File: src/core/flrm_params.svh
`ifndef FLRM_PARAMS_SVH
`define FLRM_PARAMS_SVH

// ----------------------------------------
// clock
// ----------------------------------------
`define FLRM_CLK_PERIOD_NS 10

// ----------------------------------------
// analog thresholds, for reference only
// ----------------------------------------
`define FLRM_OV_THRESH_MV 1850
`define FLRM_UV_MARGIN_MV 500
`define FLRM_MAIN_LOW_MARGIN_MV 10
`define FLRM_MAIN_HIGH_MARGIN_MV 40

// ----------------------------------------
// filter times and cycle counts (rounded up)
// ----------------------------------------
`define FLRM_OV_FILTER_NS 1000
`define FLRM_UV_FILTER_NS 3000
`define FLRM_UVLO_FILTER_NS 3000
`define FLRM_CYCLES(ns) (((ns) + `FLRM_CLK_PERIOD_NS - 1) / `FLRM_CLK_PERIOD_NS)
`define FLRM_OV_CYC `FLRM_CYCLES(`FLRM_OV_FILTER_NS)
`define FLRM_UV_CYC `FLRM_CYCLES(`FLRM_UV_FILTER_NS)
`define FLRM_UVLO_CYC `FLRM_CYCLES(`FLRM_UVLO_FILTER_NS)

// ----------------------------------------
// filter channel positions
// ----------------------------------------
`define FLRM_CH_OV 0
`define FLRM_CH_UV 1
`define FLRM_CH_UVLO 2
`define FLRM_NUM_CH 3
`define FLRM_FILT_W 16
`define FLRM_NUM_PINS 6

// ----------------------------------------
// reset values
// ----------------------------------------
`define FLRM_GATE_RST 2'h0
`define FLRM_FAULT_RST 3'h0
`define FLRM_STBY_MAIN_RST 1'h1
`define FLRM_STBY_REG_RST 1'h0
`define FLRM_REG_EN_RST 1'h0

`endif

File: src/core/flrm_pkg.sv
package flrm_pkg;

  // ----------------------------------------
  // comparator and control pins
  // ----------------------------------------
  typedef struct packed {
    logic ov_high;
    logic uv_low;
    logic supply_low;
    logic mux_ctrl;
    logic main_low;
    logic main_high;
  } flrm_cmp_t;

  // ----------------------------------------
  // switch commands
  // ----------------------------------------
  typedef struct packed {
    logic hs;
    logic ls;
  } flrm_gate_t;

  // ----------------------------------------
  // fault status
  // ----------------------------------------
  typedef struct packed {
    logic ov;
    logic uv;
    logic lockout;
  } flrm_fault_t;

  // ----------------------------------------
  // standby rail source
  // ----------------------------------------
  typedef enum logic {
    FLRM_SEL_MAIN,
    FLRM_SEL_REG
  } flrm_sel_state_t;

endpackage

File: src/core/flrm_filter.sv
`timescale 1ns/1ns
`include "flrm_params.svh"

module flrm_filter #(
  parameter logic [`FLRM_FILT_W-1:0] CYCLES = 16'h0064
) (
  // clock and reset
  input wire logic mclk,
  input wire logic rst_n,
  // filtered level
  input wire logic in_level,
  output logic hit
);

  // ----------------------------------------
  // run counter, saturates at the limit
  // ----------------------------------------
  logic [`FLRM_FILT_W-1:0] cnt;
  wire at_limit = (cnt == CYCLES);
  wire [`FLRM_FILT_W-1:0] cnt_inc = cnt + 16'h0001;
  wire [`FLRM_FILT_W-1:0] next_cnt = !in_level ? 16'h0000 : (at_limit ? cnt : cnt_inc);
  wire next_hit = (next_cnt == CYCLES);

  always_ff @(posedge mclk) begin
    if (!rst_n) begin
      cnt <= 16'h0000;
      hit <= 1'h0;
    end else begin
      cnt <= next_cnt;
      hit <= next_hit;
    end
  end

endmodule // flrm_filter

File: src/core/flrm_top.sv
`timescale 1ns/1ns
`include "flrm_params.svh"

// Overview of operation
// - after reset the over-voltage comparator on the sensed output voltage is watched all the time.
// - a confirmed over-voltage is latched and, outside lockout, drives low-side on and high-side off.
// - over-voltage must hold for 1 us before the latch sets.
// - an under-voltage of 500 mV below reference sets the under-voltage latch.
// - while the under-voltage latch is set and no over-voltage is latched both switch commands stay off.
// - under-voltage must hold for 3 us before the latch sets.
// - supply below the power-on threshold gives lockout with both switch commands off.
// - the supply-low condition must hold for 3 us before lockout asserts.
// - mux control high routes the main rail to the standby rail.
// - with mux control low the main rail stays selected while above regulator output minus 10 mV.
// - with mux control low the regulator output is taken once the main rail drops below that level.
// - after the regulator is taken the main rail returns only above regulator output plus 40 mV.
// - the linear regulator is enabled as soon as the supply is up, whatever the switching state.

module flrm_top (
  // clock and reset
  input wire logic mclk,
  input wire logic rst_n,
  // comparator and control pins
  input wire flrm_pkg::flrm_cmp_t cmp_pin,
  // pulse-width requests
  input wire flrm_pkg::flrm_gate_t pwm_req,
  // switch commands
  output flrm_pkg::flrm_gate_t gate_cmd,
  // fault status
  output flrm_pkg::flrm_fault_t fault,
  // standby rail source and regulator
  output logic standby_from_main,
  output logic standby_from_regulator,
  output logic regulator_enable
);

  // ----------------------------------------
  // pin synchronisers
  // ----------------------------------------
  logic [`FLRM_NUM_PINS-1:0] sync_a;
  logic [`FLRM_NUM_PINS-1:0] sync_b;
  flrm_pkg::flrm_cmp_t cmp_s;

  always_ff @(posedge mclk) begin
    if (!rst_n) begin
      sync_a <= 6'h00;
      sync_b <= 6'h00;
    end else begin
      sync_a <= cmp_pin;
      sync_b <= sync_a;
    end
  end

  assign cmp_s = sync_b;

  // ----------------------------------------
  // fault filters
  // ----------------------------------------
  localparam logic [`FLRM_FILT_W-1:0] FILT_CYC [`FLRM_NUM_CH] = '{
    16'(`FLRM_OV_CYC),
    16'(`FLRM_UV_CYC),
    16'(`FLRM_UVLO_CYC)
  };

  wire [`FLRM_NUM_CH-1:0] filt_in = {cmp_s.supply_low, cmp_s.uv_low, cmp_s.ov_high};
  logic [`FLRM_NUM_CH-1:0] filt_hit;

  generate
    for (genvar ch = 0; ch < `FLRM_NUM_CH; ch++) begin : g_filt
      flrm_filter #(
        .CYCLES(FILT_CYC[ch])
      ) u_filt (
        .mclk(mclk),
        .rst_n(rst_n),
        .in_level(filt_in[ch]),
        .hit(filt_hit[ch])
      );
    end
  endgenerate

  wire ov_hit = filt_hit[`FLRM_CH_OV];
  wire uv_hit = filt_hit[`FLRM_CH_UV];
  wire lock_hit = filt_hit[`FLRM_CH_UVLO];

  // ----------------------------------------
  // fault latches
  // ----------------------------------------
  logic ov_latch;
  logic uv_latch;
  wire next_ov_latch = ov_latch | ov_hit;
  wire next_uv_latch = uv_latch | uv_hit;

  always_ff @(posedge mclk) begin
    if (!rst_n) begin
      ov_latch <= 1'h0;
      uv_latch <= 1'h0;
    end else begin
      ov_latch <= next_ov_latch;
      uv_latch <= next_uv_latch;
    end
  end

  // ----------------------------------------
  // switch command override
  // ----------------------------------------
  flrm_pkg::flrm_gate_t next_gate;
  flrm_pkg::flrm_fault_t next_fault;
  wire gate_hs_ok = !lock_hit && !ov_latch && !uv_latch;
  wire gate_ls_ovp = !lock_hit && ov_latch;
  wire gate_ls_ok = !lock_hit && !ov_latch && !uv_latch;

  assign next_gate.hs = gate_hs_ok && pwm_req.hs;
  assign next_gate.ls = gate_ls_ovp || (gate_ls_ok && pwm_req.ls);
  assign next_fault.ov = ov_latch;
  assign next_fault.uv = uv_latch;
  assign next_fault.lockout = lock_hit;

  always_ff @(posedge mclk) begin
    if (!rst_n) begin
      gate_cmd <= `FLRM_GATE_RST;
      fault <= `FLRM_FAULT_RST;
    end else begin
      gate_cmd <= next_gate;
      fault <= next_fault;
    end
  end

  // ----------------------------------------
  // standby rail selector
  // ----------------------------------------
  flrm_pkg::flrm_sel_state_t sel_state;
  flrm_pkg::flrm_sel_state_t next_sel;

  always_comb begin
    next_sel = sel_state;
    if (cmp_s.mux_ctrl) begin
      next_sel = flrm_pkg::FLRM_SEL_MAIN;
    end else begin
      case (sel_state)
        flrm_pkg::FLRM_SEL_MAIN: begin
          if (cmp_s.main_low) begin
            next_sel = flrm_pkg::FLRM_SEL_REG;
          end else begin
            next_sel = flrm_pkg::FLRM_SEL_MAIN;
          end
        end
        flrm_pkg::FLRM_SEL_REG: begin
          if (cmp_s.main_high) begin
            next_sel = flrm_pkg::FLRM_SEL_MAIN;
          end else begin
            next_sel = flrm_pkg::FLRM_SEL_REG;
          end
        end
        default: begin
          next_sel = flrm_pkg::FLRM_SEL_MAIN;
        end
      endcase
    end
  end

  wire next_stby_main = (next_sel == flrm_pkg::FLRM_SEL_MAIN);
  wire next_reg_en = !cmp_s.supply_low;

  always_ff @(posedge mclk) begin
    if (!rst_n) begin
      sel_state <= flrm_pkg::FLRM_SEL_MAIN;
      standby_from_main <= `FLRM_STBY_MAIN_RST;
      standby_from_regulator <= `FLRM_STBY_REG_RST;
      regulator_enable <= `FLRM_REG_EN_RST;
    end else begin
      sel_state <= next_sel;
      standby_from_main <= next_stby_main;
      standby_from_regulator <= !next_stby_main;
      regulator_enable <= next_reg_en;
    end
  end

  // ----------------------------------------
  // checks: run-length helpers
  // ----------------------------------------
  localparam int OV_CYC_I = `FLRM_OV_CYC;
  localparam int UV_CYC_I = `FLRM_UV_CYC;
  localparam int UVLO_CYC_I = `FLRM_UVLO_CYC;
  logic [`FLRM_FILT_W-1:0] chk_run [`FLRM_NUM_CH];

  generate
    for (genvar ch = 0; ch < `FLRM_NUM_CH; ch++) begin : g_chk
      always_ff @(posedge mclk) begin
        if (!rst_n) begin
          chk_run[ch] <= 16'h0000;
        end else if (!filt_in[ch]) begin
          chk_run[ch] <= 16'h0000;
        end else if (chk_run[ch] != 16'hFFFF) begin
          chk_run[ch] <= chk_run[ch] + 16'h0001;
        end
      end
    end
  endgenerate
endmodule // flrm_top

File: config.mk
export PLATFORM = sky130hd
export DESIGN_NAME = flrm_top
export DESIGN_NICKNAME = d
export VERILOG_FILES = /design/src/core/flrm_pkg.sv /design/src/core/flrm_filter.sv /design/src/core/flrm_top.sv
export VERILOG_INCLUDE_DIRS = /design/src /design/src/core
export SDC_FILE = /design/constraint.sdc
export NUM_CORES = 1
export LEC_CHECK = 0
export BUFFER_PORTS_ARGS = -buffer_cell sky130_fd_sc_hd__buf_2
export CAP_MARGIN = 30
export CORE_MARGIN = 8
export CORE_UTILIZATION = 49
export CTS_BUF_LIST = sky130_fd_sc_hd__clkbuf_4
export DETAILED_ROUTE_END_ITERATION = 6
export MAX_ROUTING_LAYER = met4
export PLACE_DENSITY = 0.65
export SETUP_SLACK_MARGIN = 0.4
export SLEW_MARGIN = 20
export SYNTH_ARGS = -nofsm -noshare
export SYNTH_HDL_FRONTEND = slang
export SYNTH_SLANG_ARGS = --single-unit
File: constraint.sdc
create_clock -name mclk -period 4.7 [get_ports mclk]
set_clock_uncertainty 0.15 [all_clocks]
set_input_delay 0.47 -clock mclk [delete_from_list [all_inputs] [get_ports mclk]]
set_output_delay 0.47 -clock mclk [all_outputs]
set_load 0.02 [all_outputs]
# Yosys cells after proc, flatten, opt, wreduce, memory -nomap -nowiden
# Index checks and enable logic that the tools add are counted.
# word_totals
out_inout_bits	8
mem_count	0
mem_bits_rw	0
romBits	0
latch_bits	0
ff_bits	73
# op_classes
n_div	0
mux	10
bitwise_logic	4
n_mul	0
order_cmp	0
eq_ne	6
shift	0
n_addsub	3
n_reduce_logical	10
# ops
op	count
$mux 16	6
$eq 16x9->1 const B	4
$add 16x1->16 const B	3
$eq 16x7->1 const B	2
$logic_and 1x1->1	5
$logic_not 1->1	4
$mux 1	3
$not 1->1	2
$or 1x1->1	2
$pmux 1 s2	1
$logic_or 1x1->1	1

# Depth between registers and ports, before layout
# logic_depth
word_depth	5
depth_mapped	9

# By module
# Synthesis repeated with hierarchy kept, for this count alone.
# hier_totals
hier_cells	405
area_unflattened_um2	3587.2
# modules_own_cells
mod	instances	area_per_inst_um2	cells_per_inst
flrm_filter at g_filt[1].u_filt ...	2	975.9	118
flrm_filter at g_filt[0].u_filt	1	1012.2	116
flrm_top	1	623.1	53

# Least setup slack after synthesis
# Ideal clock, no wire load.
# synth_timing
path_kind	reg2reg
startpoint	register g_filt[1].u_filt.cnt[0]
endpoint	register g_filt[1].u_filt.hit
t_required_ps	4462
setup_ps	88
t_arrival_ps	2103
path_stages_with_launch	10
period_less_slack_ps	2341
setup_slack_ps	2359
path_cell_list	dfxtp_1 > inv_1 > ha_1 > or4b_1 > nor4_2 > and3_1 > buf_4 > mux2i_1 > a21oi_1 > nor4_2
# synth_via
elab_chain_len	4
word_cells_on_any_way	5
# synth_rtl
element	line	rtl
from (decl)	flrm_filter.sv:18	logic [`FLRM_FILT_W-1:0] cnt;
from (signal assigned)	flrm_filter.sv:29	cnt <= next_cnt;
$add 16x1->16 or $eq 16x9->1 (tied branches)	flrm_filter.sv:20, flrm_filter.sv:19	
$mux 16 * (2 in series)	flrm_filter.sv:21	wire [`FLRM_FILT_W-1:0] next_cnt = !in_level ? 16'h0000 : (at_limit ? cnt : cnt_inc);
$eq 16x9->1 *	flrm_filter.sv:22	wire next_hit = (next_cnt == CYCLES);
to (signal assigned)	flrm_filter.sv:30	hit <= next_hit;
to (decl)	flrm_filter.sv:12	output logic hit
# Mark *: on every way between the ends. The rest lies on a longest branch, timed or not.
# A chain may end at the register's enable or synchronous reset.

# Worst setup path after layout
# Same ends and word-level chain as after synthesis.

==> reports/results.tsv <==
stage	metric	value	unit
status	status	complete, no violations	
clocking	htree_levels	3	
finish	finalNetCount	426	
sta	setup_tns	0	ns
yosys	synth_area_leaders	dfxtp_1 (42%), nor2_1 (6.6%), xnor2_1 (6.3%)	
placed_design	place_area	3580	µm²
clocking	cts.sinks	73	
placed_design	portBuffers	17	
critical_path	crit_type	flip-flop to flip-flop	
clocking	clock_latency	0.42	ns
yosys	synth_fp_nets	414	
critical_path	crit_path_max_fanout	8	
drt	wire_per_inst	12.8	µm
yosys	yosys_most_used_dff	dfxtp_1	
yosys	synth_top_area_cell	dfxtp_1	
die	core_area	6830	µm²
drt	drt_iter0_markers	141	
clocking	clk_pin_slew	0.13	ns
sta	setup_viol	0	
sta	timing.final.crit_share	56.9	%
sta	timing.fmax	374	MHz
sta	relSlewSlack	62.9	%
placed_design	place_congestion	0.893	
finish	fill_cells	643	
sta	min_period	2.67	ns
critical_path	worst-endpoint-required	4.88	ns
die	start_util	51.0	%
sta	layout_setup_ws	2.03	ns
critical_path	crit_path_start_kind	flip-flop	
yosys	yosysUniqueCellTypes	54	
critical_path	arrival	2.86	ns
sta	hold_viol_final	0	
global_routing	grt_remaining_overflow	0	
clocking	cts.repair.resized	0	
critical_path	crit_path_end_kind	flip-flop	
finish	n_antenna_cell	0	
critical_path	path_cells	inv_1, ha_1, or4b_1, nor4_2, and3_1, mux2i_1, a21oi_1, nor4_2	
drt	vias	2680	
hold_path	hold_path.class	primary input to flip-flop	
power	ir_drop	0.162	mV
clocking	cts_setup_buffers	0	
yosys	yosysSeqAreaShare	41.9	%
yosys	synth_most_common_cell	dfxtp_1	
yosys	synth-async-reset-ratio	0	%
critical_path	path_common_cell	nor4_2	
finish	drive_gt1_share	11.1	%
drt	first_pass_iters	4	
finish	multiInputGateArea	1870	µm²
die	die_height	100	µm
placed_design	dp_hpwl	4750	µm
flow_run	cap_violations	0	
drt	drt_wl_total	6570	µm
clocking	numCtsBuffers	9	
yosys	synthCells	398	
finish	instances_no_fill	511	
power	power.total	1.06	mW
die	die_w	100	µm
critical_path	cpPeakStageDelay	0.45	ns
yosys	synth_edf_count	0	
clocking	cts_tree	yes	
sta	rsz0062_at_grt	false	
drt	detail-route-antenna-nets	0	
finish	seqCellArea	1460	µm²
yosys	synth-seq-cells	73	
global_routing	antenna_found_initial	0	
clocking	clock_path_buffers	2	
global_routing	grt_usage	14.3	%
die	ios	18	
finish	area_growth_syn_to_layout	7.07	%
global_routing	grt_max_degree	21	
critical_path	crit_slowest_cell	or4b_1	
drt	via_per_inst	5.24	
placed_design	dp_slack	2.07	ns
global_routing	grt_pass1_wl	11400	µm
power	powerDensity	283	nW/µm²
yosys	yosysWarnings	0	
yosys	synthDominantCellAreaShare	41.9	%
placed_design	placedCellCount	495	
power	leakagePower	1.23	nW
yosys	synthTopCellsByCount	dfxtp_1 (73), nor2_1 (61), xnor2_1 (25), nand2_1 (24), nand3_1 (21)	
clocking	ctsHoldBuffers	0	
yosys	synth.avg_cell_area	8.76	µm²
sta	maxSlewViolCount	0	
global_routing	grt_pass1_vias	2521	
sta	tightest_slew	0.548	ns
finish	stdcell_area	3730	µm²
die	rows	30	
clocking	cts_root_buffer	clkbuf_4	
drt	route.detailed.drc	0	
die	die-area	10100	µm²
yosys	syn-cell-area	3480	µm²
critical path: cells and delay by family (launching register included):
family                     cells  cell delay (ns)
AOI/OAI and AO/OA              1             0.10
and+or+nand+nor                4             1.41
muxes                          1             0.21
DFF                            1             0.40
adders and majority gates      1             0.16
buffers and inverters          1             0.16
layout by cell type, fill, tap and decap left out, types with 3 or more instances in the layout:
cell	synthesis	layout
dfxtp_1	73	73
nor2_1	61	61
xnor2_1	25	25
nand2_1	24	24
nand3_1	21	21
xor2_1	18	18
and2_1	18	18
a21oi_1	17	17
buf_2	1	17
inv_1	13	13
and3_1	10	10
nand4_1	10	10
nor3_1	9	9
clkbuf_4	0	9
ha_1	6	6
nor3b_1	5	5
nand3b_1	5	5
nor4_1	5	5
and4_1	4	4
o21ai_1	4	4
o21ai_0	4	4
or3_1	4	4
nor2b_1	4	4
mux2i_1	3	3
or3_2	3	3
clkinvlp_4	0	3
path summary, 6_finish.rpt:
| kind | from | end | slack (ns) | cells past startpoint |
|---|---|---|---|---|
| worst max register to register | g_filt[1].u_filt.cnt[0] | g_filt[1].u_filt.hit | 2.03 | 8 |
| worst min-delay path | cmp_pin[1] | sync_a[1] | 0.1 | 2 |
| worst min register to register | cmp_s[2] | sel_state | 0.27 | 1 |
| worst max-delay path | g_filt[1].u_filt.cnt[0] | g_filt[1].u_filt.hit | 2.03 | 8 |
cell type report:
cell class	instances	area share (%)
Tap cell	96	3.22
Sequential cell	73	39.2
Inverter	13	1.31
Clock inverter	7	2.11
Clock buffer	9	1.81
Timing Repair Buffer	17	2.28
Multi-Input combinational cell	296	50.1
where the power goes:
group          leakage, nW  switching (mW)  internal (mW)
Clock               0.0692           0.235          0.166
Sequential           0.592         0.00361          0.626
Combinational        0.574          0.0152         0.0102
kinds of logic (layout without fill, tap and decap cells):
| logic type | count (synthesis) | after routing | synth area share, % |
|---|---|---|---|
| adders and majority gates | 6 | 6 | 2.15 |
| and+or+nand+nor | 202 | 202 | 31.9 |
| buffers and inverters | 29 | 46 | 4.42 |
| muxes | 3 | 3 | 0.862 |
| xor gates and xnor gates | 43 | 43 | 10.8 |
| DFF | 73 | 73 | 41.9 |
| AOI/OAI and AO/OA | 42 | 42 | 7.90 |
metal layers:
layer / up-vias / track usage (%) / wire [µm]
met5: - / - / 0
met4: 0 / 6.51 / 102
met3: 9 / 3.39 / 247
met2: 39 / 22.3 / 3040
met1: 1235 / 17.2 / 3180
li1: 1397 / - / -
flip-flops by register name, summed over array words and instances (netlist names):
| register | flops |
|---|---|
| cmp_s | 6 |
| g_filt.u_filt.hit | 3 |
| g_filt.u_filt.cnt | 48 |
| regulator_enable | 1 |
| ov_latch | 1 |
| sync_a | 6 |
| standby_from_main | 1 |
| uv_latch | 1 |
| sel_state | 1 |
| gate_cmd | 2 |
| fault | 3 |
stage by stage:
| step | hold slack (ns) | utilization [%] |
|---|---|---|
| floorplan | 0.234 | - |
| global placement | 0.241 | 52.5 |
| detailed placement | 0.252 | 52.5 |
| CTS | 0.0646 | 54.6 |
| global route | 0.0573 | 54.6 |
| finish | 0.0970 | 54.6 |
No activity file was read; power rests on OpenSTA's default activity.
